--- src/rtl/ua1_pkg.sv ---
// Constants for the ten-bit-frame asynchronous serial port: map, fields, resets.
// Assumes a single 10 MHz clock and an Avalon-MM master that honours waitrequest.
package ua1_pkg;

	// ----------------------------------------------------------------
	// Register map
	// ----------------------------------------------------------------
	localparam int ADDR_W = 5;
	localparam logic [4:0] OFF_DATA = 5'h00;
	localparam logic [4:0] OFF_CTRL = 5'h04;
	localparam logic [4:0] OFF_BAUD = 5'h08;
	localparam logic [4:0] OFF_STAT = 5'h0C;
	localparam logic [4:0] OFF_MASK = 5'h10;

	// ----------------------------------------------------------------
	// Fields
	// ----------------------------------------------------------------
	localparam int CTRL_MPCE = 0;
	localparam int STAT_TXD = 0;
	localparam int STAT_RXD = 1;
	localparam int STAT_RB9 = 2;
	localparam int EVT_W = 2;

	// ----------------------------------------------------------------
	// Frame and timing
	// ----------------------------------------------------------------
	localparam int BYTE_W = 8;
	localparam int SHIFT_W = 9;
	localparam int OVS_W = 4;
	localparam logic [3:0] OVS_LAST = 4'hF;
	localparam logic [3:0] SMP_A = 4'h7;
	localparam logic [3:0] SMP_B = 4'h8;
	localparam logic [3:0] SMP_C = 4'h9;
	localparam logic [7:0] TX_MARK_TAIL = 8'h01;
	localparam logic [8:0] RX_FILL = 9'h1FF;
	localparam logic [3:0] TX_DONE_ROLL = 4'h9;
	localparam int BAUD_W = 16;
	localparam logic [15:0] BAUD_RST = 16'h0040;

	typedef enum logic [1:0] {
		TX_IDLE = 2'b00,
		TX_START = 2'b01,
		TX_DATA = 2'b11
	} ua1_tx_e;

	typedef enum logic {
		RX_IDLE = 1'b0,
		RX_RUN = 1'b1
	} ua1_rx_e;

endpackage

--- src/rtl/ua1_serial.sv ---
// Ten-bit-frame asynchronous serial port with Avalon-MM register slave.
// Assumes rxd is asynchronous to mclk; all other inputs are on mclk.
`timescale 1ns/100ps
`default_nettype none
module ua1_serial #(
	parameter logic [15:0] BAUD_DEFAULT = ua1_pkg::BAUD_RST
) (
	input wire logic mclk,
	input wire logic rst_b,
	input wire logic [4:0] avs_address,
	input wire logic avs_read,
	input wire logic avs_write,
	input wire logic [3:0] avs_byteenable,
	input wire logic [31:0] avs_writedata,
	output logic [31:0] avs_readdata,
	output logic avs_waitrequest,
	input wire logic rxd,
	output logic txd,
	output logic irq
);

	// ----------------------------------------------------------------
	// Bus slave
	// ----------------------------------------------------------------
	// One wait cycle: read data are registered while waitrequest is high
	logic [7:0] rx_buf_q;
	logic mpce_q;
	logic [15:0] baud_q;
	logic [1:0] stat_q;
	logic rb9_q;
	logic [1:0] mask_q;
	logic [31:0] rdata_d;

	wire req = avs_read | avs_write;
	wire acc = req & ~avs_waitrequest;
	wire wr = acc & avs_write;
	wire sel_data = (avs_address == ua1_pkg::OFF_DATA);
	wire sel_ctrl = (avs_address == ua1_pkg::OFF_CTRL);
	wire sel_baud = (avs_address == ua1_pkg::OFF_BAUD);
	wire sel_stat = (avs_address == ua1_pkg::OFF_STAT);
	wire sel_mask = (avs_address == ua1_pkg::OFF_MASK);
	wire be0 = avs_byteenable[0];
	wire be1 = avs_byteenable[1];
	wire wr_data = wr & sel_data & be0;
	wire [1:0] stat_clr = (wr & sel_stat & be0) ? avs_writedata[1:0] : 2'b00;

	assign rdata_d = sel_data ? {24'h00_0000, rx_buf_q} :
		sel_ctrl ? {31'h0000_0000, mpce_q} :
		sel_baud ? {16'h0000, baud_q} :
		sel_stat ? {29'h0000_0000, rb9_q, stat_q} :
		sel_mask ? {30'h0000_0000, mask_q} : 32'h0000_0000;

	always_ff @(posedge mclk or negedge rst_b)
	begin
		if (!rst_b)
		begin
			avs_waitrequest <= 1'b1;
			avs_readdata <= 32'h0000_0000;
		end
		else
		begin
			avs_waitrequest <= ~(req & avs_waitrequest);
			avs_readdata <= rdata_d;
		end
	end

	always_ff @(posedge mclk or negedge rst_b)
	begin
		if (!rst_b)
		begin
			mpce_q <= 1'b0;
			baud_q <= BAUD_DEFAULT;
			mask_q <= 2'b00;
		end
		else
		begin
			if (wr & sel_ctrl & be0)
				mpce_q <= avs_writedata[ua1_pkg::CTRL_MPCE];
			if (wr & sel_baud & be0)
				baud_q[7:0] <= avs_writedata[7:0];
			if (wr & sel_baud & be1)
				baud_q[15:8] <= avs_writedata[15:8];
			if (wr & sel_mask & be0)
				mask_q <= avs_writedata[1:0];
		end
	end

	// ----------------------------------------------------------------
	// Oversampling tick
	// ----------------------------------------------------------------
	logic tick;

	ua1_tick_div #(
		.W(ua1_pkg::BAUD_W)
	) u_div (
		.mclk(mclk),
		.rst_b(rst_b),
		.divisor(baud_q),
		.tick(tick)
	);

	// ----------------------------------------------------------------
	// Transmitter
	// ----------------------------------------------------------------
	ua1_pkg::ua1_tx_e tx_st_q;
	ua1_pkg::ua1_tx_e tx_st_d;
	logic [3:0] tx_div_q;
	logic [8:0] tx_sh_q;
	logic [8:0] tx_sh_d;
	logic tx_req_q;
	logic tx_req_d;
	logic tx_set;
	logic txd_d;

	// Bit edges follow the free-running counter, never the buffer write
	wire tx_roll = tick & (tx_div_q == ua1_pkg::OVS_LAST);
	// Marker just behind the output, whatever the last data bit is
	wire tx_last = (tx_st_q == ua1_pkg::TX_DATA) & (tx_sh_q[8:1] == ua1_pkg::TX_MARK_TAIL);

	always_comb
	begin
		tx_st_d = tx_st_q;
		tx_sh_d = tx_sh_q;
		tx_req_d = tx_req_q;
		tx_set = 1'b0;
		if (tx_roll)
		begin
			unique case (tx_st_q)
				ua1_pkg::TX_IDLE:
					if (tx_req_q)
					begin
						tx_st_d = ua1_pkg::TX_START;
						tx_req_d = 1'b0;
					end
				ua1_pkg::TX_START:
					tx_st_d = ua1_pkg::TX_DATA;
				ua1_pkg::TX_DATA:
				begin
					tx_sh_d = {1'b0, tx_sh_q[8:1]};
					if (tx_last)
					begin
						tx_st_d = ua1_pkg::TX_IDLE;
						tx_set = 1'b1;
					end
				end
				default:
					tx_st_d = ua1_pkg::TX_IDLE;
			endcase
		end
		// A new write reloads the shifter; a frame under way is overrun by it
		if (wr_data)
		begin
			tx_sh_d = {1'b1, avs_writedata[7:0]};
			tx_req_d = 1'b1;
		end
	end

	// Start bit low, data from the shifter output, mark otherwise
	assign txd_d = (tx_st_q == ua1_pkg::TX_START) ? 1'b0 :
		(tx_st_q == ua1_pkg::TX_DATA) ? tx_sh_q[0] : 1'b1;

	always_ff @(posedge mclk or negedge rst_b)
	begin
		if (!rst_b)
		begin
			tx_st_q <= ua1_pkg::TX_IDLE;
			tx_div_q <= 4'h0;
			tx_sh_q <= 9'h000;
			tx_req_q <= 1'b0;
			txd <= 1'b1;
		end
		else
		begin
			tx_st_q <= tx_st_d;
			tx_div_q <= tick ? tx_div_q + 4'h1 : tx_div_q;
			tx_sh_q <= tx_sh_d;
			tx_req_q <= tx_req_d;
			txd <= txd_d;
		end
	end

	// ----------------------------------------------------------------
	// Receiver
	// ----------------------------------------------------------------
	ua1_pkg::ua1_rx_e rx_st_q;
	logic rxd_m_q;
	logic rxd_s_q;
	logic rx_last_q;
	logic [3:0] rx_div_q;
	logic [8:0] rx_sh_q;
	logic smp_a_q;
	logic smp_b_q;

	// The edge is judged at tick rate so it matches the bit sampling grid
	wire rx_fall = tick & (rx_st_q == ua1_pkg::RX_IDLE) & rx_last_q & ~rxd_s_q;
	wire rx_dec = tick & (rx_st_q == ua1_pkg::RX_RUN) & (rx_div_q == ua1_pkg::SMP_C);
	wire bit_v = (smp_a_q & smp_b_q) | (smp_a_q & rxd_s_q) | (smp_b_q & rxd_s_q);
	wire rx_first = (rx_sh_q == ua1_pkg::RX_FILL);
	wire rx_reject = rx_dec & rx_first & bit_v;
	wire rx_final = rx_dec & ~rx_sh_q[8];
	wire rx_ok = ~stat_q[ua1_pkg::STAT_RXD] & (~mpce_q | bit_v);
	wire rx_load = rx_final & rx_ok;
	// First bit in ends highest, so the byte is mirrored on its way to the buffer
	logic [ua1_pkg::BYTE_W-1:0] rx_byte;
	for (genvar i = 0; i < ua1_pkg::BYTE_W; i++)
	begin : g_mirror
		assign rx_byte[i] = rx_sh_q[ua1_pkg::BYTE_W - 1 - i];
	end

	always_ff @(posedge mclk or negedge rst_b)
	begin
		if (!rst_b)
		begin
			rxd_m_q <= 1'b1;
			rxd_s_q <= 1'b1;
			rx_last_q <= 1'b1;
		end
		else
		begin
			rxd_m_q <= rxd;
			rxd_s_q <= rxd_m_q;
			if (tick)
				rx_last_q <= rxd_s_q;
		end
	end

	always_ff @(posedge mclk or negedge rst_b)
	begin
		if (!rst_b)
		begin
			rx_st_q <= ua1_pkg::RX_IDLE;
			rx_div_q <= 4'h0;
			rx_sh_q <= ua1_pkg::RX_FILL;
			smp_a_q <= 1'b1;
			smp_b_q <= 1'b1;
		end
		else if (rx_fall)
		begin
			rx_st_q <= ua1_pkg::RX_RUN;
			rx_div_q <= 4'h0;
			rx_sh_q <= ua1_pkg::RX_FILL;
		end
		else if (tick & (rx_st_q == ua1_pkg::RX_RUN))
		begin
			rx_div_q <= rx_div_q + 4'h1;
			if (rx_div_q == ua1_pkg::SMP_A)
				smp_a_q <= rxd_s_q;
			if (rx_div_q == ua1_pkg::SMP_B)
				smp_b_q <= rxd_s_q;
			if (rx_reject | rx_final)
				rx_st_q <= ua1_pkg::RX_IDLE;
			else if (rx_dec)
				rx_sh_q <= {rx_sh_q[7:0], bit_v};
		end
	end

	// ----------------------------------------------------------------
	// Buffer, flags and interrupt
	// ----------------------------------------------------------------
	wire [1:0] evt = {rx_load, tx_set};
	// Hardware set beats a same-cycle software clear
	wire [1:0] stat_d = (stat_q & ~stat_clr) | evt;

	always_ff @(posedge mclk or negedge rst_b)
	begin
		if (!rst_b)
		begin
			stat_q <= 2'b00;
			rb9_q <= 1'b0;
			rx_buf_q <= 8'h00;
			irq <= 1'b0;
		end
		else
		begin
			stat_q <= stat_d;
			irq <= |(stat_d & mask_q);
			if (rx_load)
			begin
				rb9_q <= bit_v;
				rx_buf_q <= rx_byte;
			end
		end
	end

	// ----------------------------------------------------------------
	// Checks
	// ----------------------------------------------------------------
	logic [3:0] roll_cnt_q;

	always_ff @(posedge mclk or negedge rst_b)
	begin
		if (!rst_b)
			roll_cnt_q <= 4'hF;
		else if (wr_data)
			roll_cnt_q <= 4'h0;
		else if (tx_roll & (roll_cnt_q != 4'hF))
			roll_cnt_q <= roll_cnt_q + 4'h1;
	end
endmodule
`default_nettype wire

--- src/rtl/ua1_tick_div.sv ---
// Sixteen-times-baud tick generator.
// Assumes divisor changes are rare; a change applies at once, to the count already under way.
`timescale 1ns/100ps
`default_nettype none
module ua1_tick_div #(
	parameter int W = 16
) (
	input wire logic mclk,
	input wire logic rst_b,
	input wire logic [W-1:0] divisor,
	output logic tick
);

	logic [W-1:0] cnt_q;
	logic [W-1:0] cnt_d;
	wire wrap = (cnt_q >= divisor);

	assign cnt_d = wrap ? '0 : cnt_q + W'(1);

	always_ff @(posedge mclk or negedge rst_b)
	begin
		if (!rst_b)
		begin
			cnt_q <= '0;
			tick <= 1'b0;
		end
		else
		begin
			cnt_q <= cnt_d;
			tick <= wrap;
		end
	end

endmodule
`default_nettype wire

--- config.mk ---
export PLATFORM = sky130hd
export DESIGN_NAME = ua1_serial
export DESIGN_NICKNAME = d
export VERILOG_FILES = /design/src/rtl/ua1_pkg.sv /design/src/rtl/ua1_serial.sv /design/src/rtl/ua1_tick_div.sv
export SDC_FILE = /design/constraint.sdc
export NUM_CORES = 1
export LEC_CHECK = 0
export BUFFER_PORTS_ARGS = -buffer_cell sky130_fd_sc_hd__buf_4
export CAP_MARGIN = 40
export CORE_ASPECT_RATIO = 1.1
export CORE_UTILIZATION = 56
export DETAILED_ROUTE_END_ITERATION = 8
export GPL_ROUTABILITY_DRIVEN = 0
export MAX_ROUTING_LAYER = met4
export PLACE_DENSITY = 0.79
export SLEW_MARGIN = 40
export SYNTH_ARGS = -nofsm -noshare
export SYNTH_HDL_FRONTEND = slang
export SYNTH_SLANG_ARGS = --single-unit
--- constraint.sdc ---
create_clock -name mclk -period 2.75 [get_ports mclk]
set_clock_uncertainty 0.2 [all_clocks]
set_input_delay 0.4125 -clock mclk [delete_from_list [all_inputs] [get_ports mclk]]
set_output_delay 0.4125 -clock mclk [all_outputs]
set_load 0.03 [all_outputs]
==> results by stage <==
Status:
- The flow ran to the end, and the final reports show no timing, DRC or antenna violations.

Synthesis:
- The area of the mapped netlist is 4890 um2.
- The portion of netlist area occupied by mux cells is 11.05%.
- The proportion of netlist area held by the largest area contributor is 42.99%.
- Of the total synthesized cell area, the portion taken by AND, OR, NAND and NOR gates is 14.41%.
- After technology mapping, the gate count stands at 429.
- In this run the mean area of a mapped cell was 11.40 um2.
- The count of state elements after synthesis is 101.
- Of all flip-flops after synthesis, the portion carrying an async set or reset was 100.0%.
- The adder and majority gate portion of the synthesized area is 5.578%.
- The dominant synthesized flop cell is dfrtp_1.
- Yosys attributes the largest share of cell area to dfrtp_1, dfstp_2, mux2_2.
- In this run, synthesis inferred 0 flip-flops with an integrated enable.
- After synthesis, the largest family of logic cells by area is simple AND/OR/NAND/NOR gates.
- The share of synthesized area occupied by flip-flops and latches is 52.12%.
- Summing the areas of all compound-gate instances in the mapped netlist gives 7.421% of the synthesized area.
- The xor and xnor area share after synthesis is 3.224%.
- Of all cell types, the one taking the most synthesized area is dfrtp_1.
- Counting distinct cell types in the post-synthesis netlist gives 53.
- The Yosys warning count is 0.

CTS:
- After clock tree synthesis, the clock-pin slew on the worst setup and hold paths is 0.09 ns.
- The worst-skew pair later-pin latency is 0.38 ns.
- In this run, CTS created clock tree buffers numbering 9.
- The longest clock path from root to sink contains 2 buffers.
- The CTS tree is yes.
- The CTS root buffer is clkbuf_8.
- The clock drives 101 sinks.
- CTS built an H-tree with a depth of 3.

Floorplanning:
- From bottom edge to top edge, the die measures 100.0 um.
- In this run the count of I/O pins placed on the die edge is 81.
- The initial core utilization is 58.15%.
- The core region is 8408 um2.
- The die covers 9110 um2.
- The number of rows in the core area is 35.
- The width of the die is 91.10 um.

Timing:
- The final critical path time including I/O delays and setup is 2.551 ns.
- For the pin with the worst max-slew slack, the measured transition is 0.7834 ns.
- The number of max-slew violations in the final report was 0.
- The number of setup violations in the final report is 0.
- The hold violation count in the final report is 0.
- The upper clock frequency limit is 392.0 MHz.
- Of the available clock period, the critical path in the final layout requires 92.76%.
- Headroom to the max-slew limit came out at 47.77%.
- Setup repair after global routing left no endpoint under its margin.
- The aggregate negative setup slack is 0 ns.

Global route:
- The pin count of the biggest net entering global routing is 44.
- The aggregate global routing overflow is 0.
- The first global-routing pass estimated 16530 um of wire.
- The number of global-route vias before repair was 3432.
- The global routing usage summed across all routing layers is 24.10%.
- The initial antenna violation count is 0.

Cells and area:
- The number of antenna diodes in the final layout is 0.
- The final layout contains 550 nets.
- The area growth from synthesis to layout is 14.18%.
- The most common cell after layout, fill and taps aside is dfrtp_1.
- The library cells used most frequently in the layout, excluding fill and tap cells, are dfrtp_1, buf_4, mux2_2, nor2_1, inv_1.
- In the final layout, the share of cells above drive strength 1 is 26.64%.

Route:
- The detailed-route vias per instance is 5.656.
- Summing over every cut layer, the via total after detailed routing is 3388.
- The total detailed-routing wirelength is 9990 um.
- The detail route stage leaves a number of antenna-violating nets equal to 0.
- After detailed routing, the average wire length per cell comes to 16.68 um.
- The post-route DRC violation count is 0.
- For this run, the detailed router's first-pass iteration total came to 4.
- The detailed router finished its first iteration with 91 violations.

Worst setup path:
- The type of origin of the critical path is a flop.
- The type of element capturing the critical path is a flop.
- In this run the critical register-to-register path is launched from u_div.cnt_q[0].
- The critical path is of the reg2reg type.
- Data on the critical path arrives at its endpoint at 2.58 ns.
- The critical path startpoint is u_div.cnt_q[0].
- The largest fanout on the critical path is 10.
- At the worst endpoint, the required time is 2.78 ns.

Run:
- The max-cap check violation count is 0.

Placed design:
- Detailed placement ended at an HPWL of 7330 um.
- In this run the tool buffered the top-level ports with 46 buffer cells.

Pwr:
- The power density over cell area is 697.8 nW/um2.
- The worst vdd rail ir drop is 339.2 uV.
- Summing internal, switching and leakage power gives 3896 uW.
- Summed over all cells, the static leakage comes to 0.002560 uW.

Min path:
- The beginning of the worst hold path is avs_write.
- The worst hold path belongs to the class in2reg.
stage by stage:
stage | utilization [%] | instance area (um2) | instances | setup slack (ns) | hold WS, ns
2_1_floorplan | - | 4946 | 444 | 0.5125 | -0.08309
3_3_place_gp | 63.44 | 5334 | 580 | 0.1954 | 0.1453
3_5_place_dp | 63.48 | 5338 | 580 | 0.1039 | 0.1509
4_1_cts | 66.24 | 5569 | 599 | 0.07938 | 0.007567
5_1_grt | 66.40 | 5583 | 599 | 0.01519 | 0.03586
6_report | 66.40 | 5583 | 599 | 0.1991 | 0.01190
cell usage after synthesis (4+ instances only):
cell type   n
nand3_1    11
nand2_1    13
mux2_2     32
dfstp_2    17
nor3_1     15
o21ai_0     7
clkbuf_1    8
mux2i_1    18
ha_1       21
dfrtp_1    84
buf_4      17
xor2_1      4
inv_1      27
nor4_1     19
nand4_1    11
nand2b_1    4
nor2_1     28
buf_2       5
xnor2_1    14
a22o_1      8
a21oi_1    16
worst paths after layout:
check                                  endpoint  slack (ns)  depth (start not counted)
worst min-delay path            avs_waitrequest        0.01                          2
worst max register to register  u_div.cnt_q[14]        0.20                          7
min in group asynchronous           tx_div_q[0]        0.35                          2
worst max-delay path            u_div.cnt_q[14]        0.20                          7
max in group asynchronous                   txd        1.29                          3
worst min register to register          rxd_s_q        0.16                          0
area by class of cell:
class | count | area [um2]
tap | 111 | 138.9
clock buffer | 11 | 141.4
timing repair buffer | 60 | 470.5
clock inverter | 5 | 60.06
inverter | 27 | 101.3
fill | 627 | 2825
multi-input combinational | 284 | 2122
sequential | 101 | 2549
sequential cells by signal (all words and copies together) (netlist names), 2 cells and up:
register / count
rx_div_q: 4
u_div.cnt_q: 16
tx_div_q: 4
stat_q: 2
baud_q: 16
avs_readdata: 16
rx_sh_q: 9
rx_buf_q: 8
mask_q: 2
tx_sh_q: 9
tx_st_q: 2
metal layers:
metal | global-route usage (%) | routed length [um] | vias to the layer above | part of all wire [%]
li1 | - | - | 1613 | -
met5 | - | 0 | - | 0
met3 | 3.106 | 299 | 17 | 3.0
met1 | 29.26 | 4329 | 1691 | 43
met4 | 10.26 | 193 | 0 | 1.9
met2 | 40.91 | 5166 | 67 | 52
worst max-delay path, stage by stage (launching register included):
cell	delay [ns]
dfrtp_1	0.42
inv_1	0.07
ha_1	0.26
nand2b_1	0.15
a2111oi_1	0.59
a2111oi_4	0.17
buf_4	0.22
a2111oi_0	0.34
timing repair:
item | CTS | global route
endpoints found under the hold margin | 27 | 0
setup buffers | 0 | 0
hold buffers | 3 | 0
setup endpoints to repair | 0 | 2
resized for setup | 0 | 1
logic make-up (layout without fill, tap and decap cells):
kind of cell             count (synthesis)  in the layout
XOR/XNOR                                18             18
AO/OA/AOI/OAI                           51             51
AND/OR/NAND/NOR                        127            127
other                                    1             16
buffers and inverters                   59            103
flip-flops                             101            101
adder cells (fa/ha/maj)                 22             22
multiplexers                            50             50
power breakdown:
part           internal [uW]  switching (uW)  total, uW
clock                    447             508        956
combinational            414             487        901
sequential              1810             232       2040
(Power assumes the default switching activity.)
